<file path="src/hdl/print_loop_map.vh">
`ifndef PRINT_LOOP_MAP_VH
`define PRINT_LOOP_MAP_VH

// Register byte offsets on the APB side.
`define CTRL_OFFSET        8'h00
`define RECORD_OFFSET      8'h04
`define LENGTH_OFFSET      8'h08
`define COMMAND_OFFSET     8'h0c
`define STATUS_OFFSET      8'h10

// Reset values.
`define CTRL_RESET         3'h1
`define RECORD_RESET       32'h00000000
`define LENGTH_RESET       4'h6

// Control fields.
`define CTRL_MODE_LSB      0
`define CTRL_MODE_MSB      1
`define CTRL_RESTART_BIT   2

// Command fields, write one to act.
`define CMD_START_BIT      0
`define CMD_STOP_BIT       1
`define CMD_CLEAR_BIT      2

// Loop mode encodings.
`define MODE_ISOLATED      2'h0
`define MODE_FOLLOWER      2'h1
`define MODE_DRIVER        2'h2

// A full record holds six decades.
`define FULL_RECORD_LEN    4'h6

// Shared clear pulse width and the clock it is counted in.
`define CLEAR_PULSE_NS     320
`define CLK_PERIOD_NS      10
`define CLEAR_PULSE_CYC    ((`CLEAR_PULSE_NS + `CLK_PERIOD_NS - 1) / `CLK_PERIOD_NS)

`endif

</file>
<file path="src/hdl/daisy_chain_print_loop_port.v">
// Function
// - Driver mode drives shared window and clear, ignores window from others.
// - Follower mode never drives window or clear but reacts to both.
// - Isolated mode neither drives nor reacts to window or clear.
// - Each decade appears as 4-bit BCD, weights 1, 2, 4, 8.
// - Digit lines are driven only while this unit holds the turn.
// - Prepare strobe from controller readies every module for transfer.
// - Each step strobe advances one decade, most significant first.
// - Own digit transfer starts only when the incoming turn token arrives.
// - Outgoing turn token hands the transfer turn to the next unit.
// - All loop lines are bused except the point-to-point turn token.
// - Shared stop condition stops data collection in every module.
// - Only driver or controller sources clear; all but isolated respond.
// - Auto restart delay is disabled while the controller owns the loop.
// - Short record flag shows a record length other than six decades.
// - Short record flag is driven only while holding the turn.
//
// Design decisions made here: the address map and the APB interface to the registers.
`timescale 1ns/1ps
`include "print_loop_map.vh"

module daisy_chain_print_loop_port #(
  parameter MAX_DECADES = 8,
  parameter FIFO_AW     = 1
) (
  input  wire        pclk,
  input  wire        presetn,
  input  wire        psel,
  input  wire        penable,
  input  wire        pwrite,
  input  wire [7:0]  paddr,
  input  wire [31:0] pwdata,
  output reg  [31:0] prdata,
  output reg         pready,
  output reg         pslverr,
  output reg  [3:0]  bcd_digit_lines_out,
  output reg         bcd_digit_lines_oe,
  input  wire        transfer_prepare,
  input  wire        digit_step_strobe,
  input  wire        turn_token_in,
  output reg         turn_token_out,
  input  wire        shared_count_window_in,
  output reg         shared_count_window_out,
  output reg         shared_count_window_oe,
  input  wire        shared_clear_in,
  output reg         shared_clear_out,
  output reg         shared_clear_oe,
  input  wire        shared_stop_condition,
  input  wire        host_in_charge,
  output reg         short_record_flag_out,
  output reg         short_record_flag_oe,
  output reg         count_window,
  output reg         count_clear,
  output reg         auto_restart_active
);

  localparam S_IDLE    = 2'h0;
  localparam S_READY   = 2'h1;
  localparam S_TURN    = 2'h2;
  localparam S_RELEASE = 2'h3;
  localparam DEPTH     = 1 << FIFO_AW;
  localparam integer CLEAR_CYC_I = `CLEAR_PULSE_CYC;
  localparam [7:0] CLEAR_CYC = CLEAR_CYC_I[7:0];
  localparam [3:0] MAX_LEN   = MAX_DECADES[3:0];

  // Every loop line is foreign to pclk, so each passes two flip-flops first.
  reg  [6:0] sync1_reg;
  reg  [6:0] sync2_reg;
  reg  [2:0] last_reg;
  wire [6:0] loop_raw = {host_in_charge, shared_stop_condition, shared_clear_in,
                         shared_count_window_in, turn_token_in, digit_step_strobe,
                         transfer_prepare};
  wire prep_s   = sync2_reg[0];
  wire step_s   = sync2_reg[1];
  wire token_s  = sync2_reg[2];
  wire window_s = sync2_reg[3];
  wire clear_s  = sync2_reg[4];
  wire stop_s   = sync2_reg[5];
  wire host_s   = sync2_reg[6];
  wire prep_rise  = prep_s & ~last_reg[0];
  wire step_rise  = step_s & ~last_reg[1];
  wire token_rise = token_s & ~last_reg[2];

  always @(posedge pclk or negedge presetn) begin
    if (!presetn) begin
      sync1_reg <= 7'h00;
      sync2_reg <= 7'h00;
      last_reg  <= 3'h0;
    end else begin
      sync1_reg <= loop_raw;
      sync2_reg <= sync1_reg;
      last_reg  <= sync2_reg[2:0];
    end
  end

  // Software registers.
  reg  [2:0]  ctrl_reg;
  reg  [31:0] record_reg;
  reg  [3:0]  length_reg;
  reg         collecting_reg;
  reg  [7:0]  clear_cnt_reg;
  reg  [1:0]  state_reg;
  wire [1:0]  mode = ctrl_reg[`CTRL_MODE_MSB:`CTRL_MODE_LSB];
  wire        is_driver   = (mode == `MODE_DRIVER);
  wire        is_follower = (mode == `MODE_FOLLOWER);
  wire        wr_access = psel & penable & pready & pwrite;
  wire        cmd_wr    = wr_access & (paddr == `COMMAND_OFFSET);
  wire        addr_ok = (paddr == `CTRL_OFFSET) | (paddr == `RECORD_OFFSET) |
                        (paddr == `LENGTH_OFFSET) | (paddr == `COMMAND_OFFSET) |
                        (paddr == `STATUS_OFFSET);

  // The slave answers in the first access cycle; data and error are set up
  // at the setup edge so they come straight from flip-flops.
  always @(posedge pclk or negedge presetn) begin
    if (!presetn) begin
      pready  <= 1'b0;
      pslverr <= 1'b0;
      prdata  <= 32'h00000000;
    end else begin
      pready  <= psel & ~penable;
      pslverr <= psel & ~penable & ~addr_ok;
      prdata  <= 32'h00000000;
      if (psel & ~penable & ~pwrite) begin
        case (paddr)
          `CTRL_OFFSET:   prdata <= {29'h0, ctrl_reg};
          `RECORD_OFFSET: prdata <= record_reg;
          `LENGTH_OFFSET: prdata <= {28'h0, length_reg};
          `STATUS_OFFSET: prdata <= {24'h0, host_s, window_s, clear_s, stop_s,
                                     collecting_reg, turn_token_out, state_reg};
          default:        prdata <= 32'h00000000;
        endcase
      end
    end
  end

  // Configuration writes; writes to unmapped offsets change nothing.
  always @(posedge pclk or negedge presetn) begin
    if (!presetn) begin
      ctrl_reg   <= `CTRL_RESET;
      record_reg <= `RECORD_RESET;
      length_reg <= `LENGTH_RESET;
    end else if (wr_access) begin
      if (paddr == `CTRL_OFFSET)
        ctrl_reg <= pwdata[2:0];
      if (paddr == `RECORD_OFFSET)
        record_reg <= pwdata;
      if (paddr == `LENGTH_OFFSET)
        length_reg <= (pwdata[3:0] > MAX_LEN) ? MAX_LEN : pwdata[3:0];
    end
  end

  // Collection runs from a start command until a stop command or the shared
  // stop condition; a stop in the same cycle as a start wins.
  always @(posedge pclk or negedge presetn) begin
    if (!presetn) begin
      collecting_reg <= 1'b0;
    end else if (stop_s | (cmd_wr & pwdata[`CMD_STOP_BIT])) begin
      collecting_reg <= 1'b0;
    end else if (cmd_wr & pwdata[`CMD_START_BIT]) begin
      collecting_reg <= 1'b1;
    end
  end

  // A clear command is stretched so a unit sampling at the link rate sees it.
  always @(posedge pclk or negedge presetn) begin
    if (!presetn) begin
      clear_cnt_reg <= 8'h00;
    end else if (cmd_wr & pwdata[`CMD_CLEAR_BIT]) begin
      clear_cnt_reg <= CLEAR_CYC;
    end else if (clear_cnt_reg != 8'h00) begin
      clear_cnt_reg <= clear_cnt_reg - 8'h01;
    end
  end

  // Mode steering of the shared window and clear lines and the counter side.
  always @(posedge pclk or negedge presetn) begin
    if (!presetn) begin
      shared_count_window_out <= 1'b0;
      shared_count_window_oe  <= 1'b0;
      shared_clear_out        <= 1'b0;
      shared_clear_oe         <= 1'b0;
      count_window            <= 1'b0;
      count_clear             <= 1'b0;
      auto_restart_active     <= 1'b0;
    end else begin
      shared_count_window_out <= is_driver & collecting_reg;
      shared_count_window_oe  <= is_driver;
      shared_clear_out        <= is_driver & (clear_cnt_reg != 8'h00);
      shared_clear_oe         <= is_driver;
      // Only a follower gates its counting by the loop window.
      count_window <= collecting_reg & (~is_follower | window_s);
      // A driver obeys its own clear; a follower obeys the loop.
      count_clear  <= (is_driver & (clear_cnt_reg != 8'h00)) |
                      (is_follower & clear_s);
      auto_restart_active <= ctrl_reg[`CTRL_RESTART_BIT] & ~host_s;
    end
  end

  // Two-entry digit buffer between the record reader and the loop lines.
  // The loop controller drains it at its own pace, so the reader stalls.
  reg  [3:0]         fifo_mem [0:DEPTH-1];
  reg  [FIFO_AW-1:0] wptr_reg;
  reg  [FIFO_AW-1:0] rptr_reg;
  reg  [FIFO_AW:0]   fcount_reg;
  reg  [31:0]        snap_reg;
  reg  [3:0]         feed_left_reg;
  reg  [3:0]         sent_reg;
  reg  [3:0]         snap_len_reg;
  wire               in_valid  = (state_reg == S_TURN) & (feed_left_reg != 4'h0);
  wire               in_ready  = (fcount_reg != DEPTH[FIFO_AW:0]);
  wire               push      = in_valid & in_ready;
  wire               out_valid = (fcount_reg != {(FIFO_AW+1){1'b0}});
  wire               pop       = (state_reg == S_TURN) & step_rise & out_valid;
  wire [3:0]         feed_idx  = feed_left_reg - 4'h1;
  wire [31:0]        feed_shift = snap_reg >> {feed_idx, 2'b00};
  wire [3:0]         head      = fifo_mem[rptr_reg];
  genvar g;

  // One write port per entry.
  generate
    for (g = 0; g < DEPTH; g = g + 1) begin : g_entry
      always @(posedge pclk or negedge presetn) begin
        if (!presetn)
          fifo_mem[g] <= 4'h0;
        else if (push & (wptr_reg == g))
          fifo_mem[g] <= feed_shift[3:0];
      end
    end
  endgenerate

  always @(posedge pclk or negedge presetn) begin
    if (!presetn) begin
      wptr_reg   <= {FIFO_AW{1'b0}};
      rptr_reg   <= {FIFO_AW{1'b0}};
      fcount_reg <= {(FIFO_AW+1){1'b0}};
    end else if (prep_rise) begin
      wptr_reg   <= {FIFO_AW{1'b0}};
      rptr_reg   <= {FIFO_AW{1'b0}};
      fcount_reg <= {(FIFO_AW+1){1'b0}};
    end else begin
      if (push)
        wptr_reg <= wptr_reg + 1'b1;
      if (pop)
        rptr_reg <= rptr_reg + 1'b1;
      if (push & ~pop)
        fcount_reg <= fcount_reg + 1'b1;
      else if (pop & ~push)
        fcount_reg <= fcount_reg - 1'b1;
    end
  end

  // Turn sequencer: prepare snapshots the record, the incoming token opens
  // the turn, steps walk the decades, and the token goes on only after the
  // lines have been let go for one cycle.
  always @(posedge pclk or negedge presetn) begin
    if (!presetn) begin
      state_reg      <= S_IDLE;
      snap_reg       <= 32'h00000000;
      snap_len_reg   <= 4'h0;
      feed_left_reg  <= 4'h0;
      sent_reg       <= 4'h0;
      turn_token_out <= 1'b0;
    end else if (prep_rise) begin
      state_reg      <= S_READY;
      snap_reg       <= record_reg;
      snap_len_reg   <= length_reg;
      feed_left_reg  <= length_reg;
      sent_reg       <= 4'h0;
      turn_token_out <= 1'b0;
    end else begin
      case (state_reg)
        S_READY: begin
          if (token_rise)
            state_reg <= (snap_len_reg == 4'h0) ? S_RELEASE : S_TURN;
        end
        S_TURN: begin
          if (push)
            feed_left_reg <= feed_left_reg - 4'h1;
          if (pop) begin
            sent_reg <= sent_reg + 4'h1;
            if (sent_reg + 4'h1 == snap_len_reg)
              state_reg <= S_RELEASE;
          end
        end
        S_RELEASE: begin
          // The output flops lag the state by one edge, so wait until they show release.
          if (~bcd_digit_lines_oe & ~short_record_flag_oe) begin
            turn_token_out <= 1'b1;
            state_reg      <= S_IDLE;
          end
        end
        default: state_reg <= S_IDLE;
      endcase
    end
  end

  // Digit lines and short record flag exist only during the own turn.
  always @(posedge pclk or negedge presetn) begin
    if (!presetn) begin
      bcd_digit_lines_out   <= 4'h0;
      bcd_digit_lines_oe    <= 1'b0;
      short_record_flag_out <= 1'b0;
      short_record_flag_oe  <= 1'b0;
    end else begin
      bcd_digit_lines_out   <= (state_reg == S_TURN) ? head : 4'h0;
      bcd_digit_lines_oe    <= (state_reg == S_TURN) & out_valid;
      short_record_flag_out <= (state_reg == S_TURN) &
                               (snap_len_reg != `FULL_RECORD_LEN);
      short_record_flag_oe  <= (state_reg == S_TURN);
    end
  end

endmodule // daisy_chain_print_loop_port

</file>
<file path="config.mk">
export PLATFORM = sky130hd
export DESIGN_NAME = daisy_chain_print_loop_port
export DESIGN_NICKNAME = d
export VERILOG_FILES = /design/src/hdl/daisy_chain_print_loop_port.v
export VERILOG_INCLUDE_DIRS = /design/src /design/src/hdl
export SDC_FILE = /design/constraint.sdc
export NUM_CORES = 1
export LEC_CHECK = 0
export BUFFER_PORTS_ARGS = -buffer_cell sky130_fd_sc_hd__buf_2
export CAP_MARGIN = 20
export CELL_PAD_IN_SITES_DETAIL_PLACEMENT = 1
export CELL_PAD_IN_SITES_GLOBAL_PLACEMENT = 1
export CORE_AREA = 3 3 158 122
export CTS_BUF_LIST = sky130_fd_sc_hd__clkbuf_8
export DETAILED_ROUTE_END_ITERATION = 10
export DIE_AREA = 0 0 161 125
export PLACE_DENSITY_LB_ADDON = 0.08
export REMOVE_ABC_BUFFERS = 1
export SLEW_MARGIN = 10
export SYNTH_ARGS = -nofsm -noshare
export SYNTH_HDL_FRONTEND = slang
export SYNTH_SLANG_ARGS = --single-unit
</file>
<file path="constraint.sdc">
create_clock -name pclk -period 2.1 [get_ports pclk]
set_input_delay 0.21 -clock pclk [delete_from_list [all_inputs] [get_ports pclk]]
set_output_delay 0.21 -clock pclk [all_outputs]
set_load 0.05 [all_outputs]
</file>
==> summary.md <==
| Metric | Value |
|---|---|
| Run status | completed |
| Worst Max-Slew Pin Slew | 0.620 ns |
| Number of clock sinks | 171 |
| Htree depth | 4 |
| Largest area contributor in the netlist | dfrtp_1 |
| Congestion Overflow GR | 0 |
| Die height | 125 um |
| DP Wirelength | 11,300 um |
| Most common cell after layout, fill and taps aside | dfrtp_1 |
| Count of boundary I/O pins | 101 |
| Buf/Inv on CP | 2 |
| Worst path top cell family by delay | multiplexers |
| Post-route worst setup slack | 0.127 ns |
| Critical Path Slowest Stage Cell | dfrtp_1 |
| Pre-CTS setup slack | 0.0419 ns |
| Cell area after technology mapping | 0.00708 sq mm |
| Row Count | 42 |
| Initial Utilization | 40.1% |
| Worst-path clk slew | 0.09 ns |
| Gr usage total | 17.2% |
| Number of enable-type register cells in the synthesized netlist | 0 |
| Clock tree root driver cell | clkbuf_8 |
| Via count of the first global-routing pass | 5,269 |
| First-pass GRT wire length | 27,500 um |
| Floorplan die width | 161 um |
| Final Critical Period | 1.97 ns |
| Final hold violation count | 0 |
| Number of diodes added for antenna fixing | 0 |
| Maximum number of pins on one net before global-route repair | 65 |
| Max-slew headroom | 58.6% |
| Arrival @ worst endpoint | 2.31 ns |
| Final routed DRC violation total | 0 |
| Synthesized flop and latch total | 171 |
| Cell-by-cell listing of the critical path | inv_1, ha_1, buf_4, mux4_2, mux2i_1, nor2_1, mux2_2 |
| Number of setup violations in the final report | 0 |
| Worst path max stage delay | 0.40 ns |
| Leakage | 0.00457 uW |
| Type of the worst min-delay path | input pin to flip-flop |
| Final antenna-violating net count | 0 |
| Total Wirelength | 16,400 um |
| Area growth from synthesis to layout | 24.4% |
| Most frequent cells in the layout | dfrtp_1 (168), nand2_1 (124), buf_2 (99) |
| Final RePlAce weighted congestion | 0.747 |
| Critical Path Source Type | flip-flop |
| RSZ-0062 raised after global routing | false |
| IO buf count | 100 |
| Main flop type after synthesis | dfrtp_1 |
| Sw Pwr | 2190 uW |
| Later-pin clock latency in the skew report | 0.45 ns |
| Fraction of synthesized cell area taken by the top area cell type | 59.4% |
| Part of the cycle the worst path needs | 93.9% |
| Fmax achieved | 507 MHz |
| Routed length per placed instance | 16.6 um |
| Number of DRC violations after detailed-routing iteration 0 | 132 |
| Number of search-and-repair iterations in the first detailed-routing pass | 4 |
| Overall via count from detail_route | 4,665 |
| Biggest fanout along the worst timing path | 9 |
| Max rail drop VDD | 0.326 mV |
| Number of buffers added by the clock tree synthesis step | 17 |
| Storage element area | 0.00428 sq mm |
| Std-Cell Core Area | 0.0177 sq mm |
| Seq/Total Area, Yosys | 60.5% |
| Final Skew | 0.0112 ns |
| Multi-input combinational cell area | 0.00262 sq mm |
| Fraction of final layout cells with drive strength greater than 1 | 30.2% |
| Category of the critical setup timing path | flip-flop to flip-flop |
| Number of library cell types mapped by synthesis | 44 |
| Antenna violations before repair | 0 |
| Synthesized netlist cell count | 582 |
| Nature of the critical path endpoint | flip-flop |
| Largest cells by area after synthesis | dfrtp_1 (59%), nand2_1 (6.6%), mux2_4 (6.4%) |
| # fillers | 1,917 |
| Total power per unit cell area | 873 mW/mm^2 |
| CTS tree | yes |
| Part of the power in registers | 47.3% |
| Post-DR vias/cell | 4.71 |
| Async S/R FF share, synth | 100% |
| Number of pins exceeding their max-slew limit in the final report | 0 |
| Fraction of power spent switching nets | 28.4% |
| Maximum clock insertion buffer count | 2 |
| Int Power | 5510 uW |
| Post-Synthesis Mean Instance Area | 12.2 sq um |
| Final core utilization | 49.9% |
| Max-cap violation count | 0 |
| Clock network fraction of total power | 33.7% |
| Worst path required time | 2.44 ns |
| Yosys warnings | 0 |
| Part of the total power dissipated in combinational logic | 19.1% |
| Die ar. | 0.0201 sq mm |
| Net total in the final layout | 795 |
==> metrics by stage <==
step           cells  hold WS [ns]  power (uW)  cell area [sq um]  TNS [ns]
6_report         991        0.0491        7690               8810         0
5_1_grt          991        0.0149        8130               8810         0
4_1_cts          990       0.00326        7780               8780         0
3_5_place_dp     923         0.262        5110               7990         0
3_3_place_gp     923         0.246        5040               7990         0
2_1_floorplan    556       -0.0856        4530               6940    -19.98
==> final cells by class <==
type                       count  share of cell area, %
multi-input combinational    372                   29.8
sequential                   171                   48.6
timing repair buffer         161                   12.5
tap                          242                   3.44
clock inverter                12                   1.92
clock buffer                  20                   3.13
inverter                      13                  0.554
==> metal layers <==
metal	GRT usage [%]	vias up	wire, um
met1	23.3	2364	7920
met2	27.9	61	7880
met4	4.15	0	125
met3	4.33	11	504
li1	-	2229	-
met5	0	-	0
==> timing repair <==
item / in CTS / in global routing
gates resized for setup: 0 / 2
hold buffers: 35 / 1
hold endpoints to repair: 91 / 1
buffers inserted: 0 / 0
endpoints found under the setup margin: 0 / 1
==> worst min-delay path, stage by stage <==
cell and delay (ns):
buf_2 0.11, nand2b_1 0.09, nor3_1 0.06
==> synth_stat cells, types with 5 or more instances <==
cell type  instances
nor2b_1           11
buf_6              5
nor3_1             5
nor2_1            37
xnor2_1           14
xor2_1             9
a21oi_1            9
mux4_2             8
ha_1               7
mux2_4            30
mux2i_1            9
o21ai_0           11
a22oi_1            8
and2_1            29
nand2b_1           7
dfrtp_1          168
inv_1             13
mux2_2            17
nand2_1          124
clkbuf_1          16
==> power groups by stage <==
stage               clock network, uW  logic (uW)  registers, uW
CTS                              2680        1470           3640
global route                     2840        1630           3660
detailed placement                  0        1410           3700
global placement                    0        1350           3690
finish                           2590        1470           3630
floorplan                           0         718           3810
==> kinds of logic (layout without fill, tap and decap cells) <==
family / Yosys count / after routing / synth area share (%)
buffers and inverters: 39 / 206 / 2.72
flip-flops: 171 / 171 / 60.5
XOR/XNOR: 23 / 23 / 2.85
multiplexers: 64 / 64 / 12.9
adder cells (fa/ha/maj): 7 / 7 / 1.24
AND/OR/NAND/NOR: 235 / 235 / 15.8
AO/OA/AOI/OAI: 43 / 43 / 3.98
==> path summary, 6_finish.rpt <==
kind / start / to / slack (ns) / cells after the start
min in group asynchronous: presetn / prdata[17] / 0.33 / 2
worst max-delay path: feed_left_reg[1] / fifo_mem[7] / 0.13 / 7
worst min-delay path: psel / pslverr / 0.05 / 3
worst max register to register: feed_left_reg[1] / fifo_mem[7] / 0.13 / 7
max in group asynchronous: presetn / ctrl_reg[0] / 1.08 / 3
worst min register to register: sync1_reg[2] / sync2_reg[2] / 0.35 / 0
Note: power is estimated with default switching activity, not from simulation.
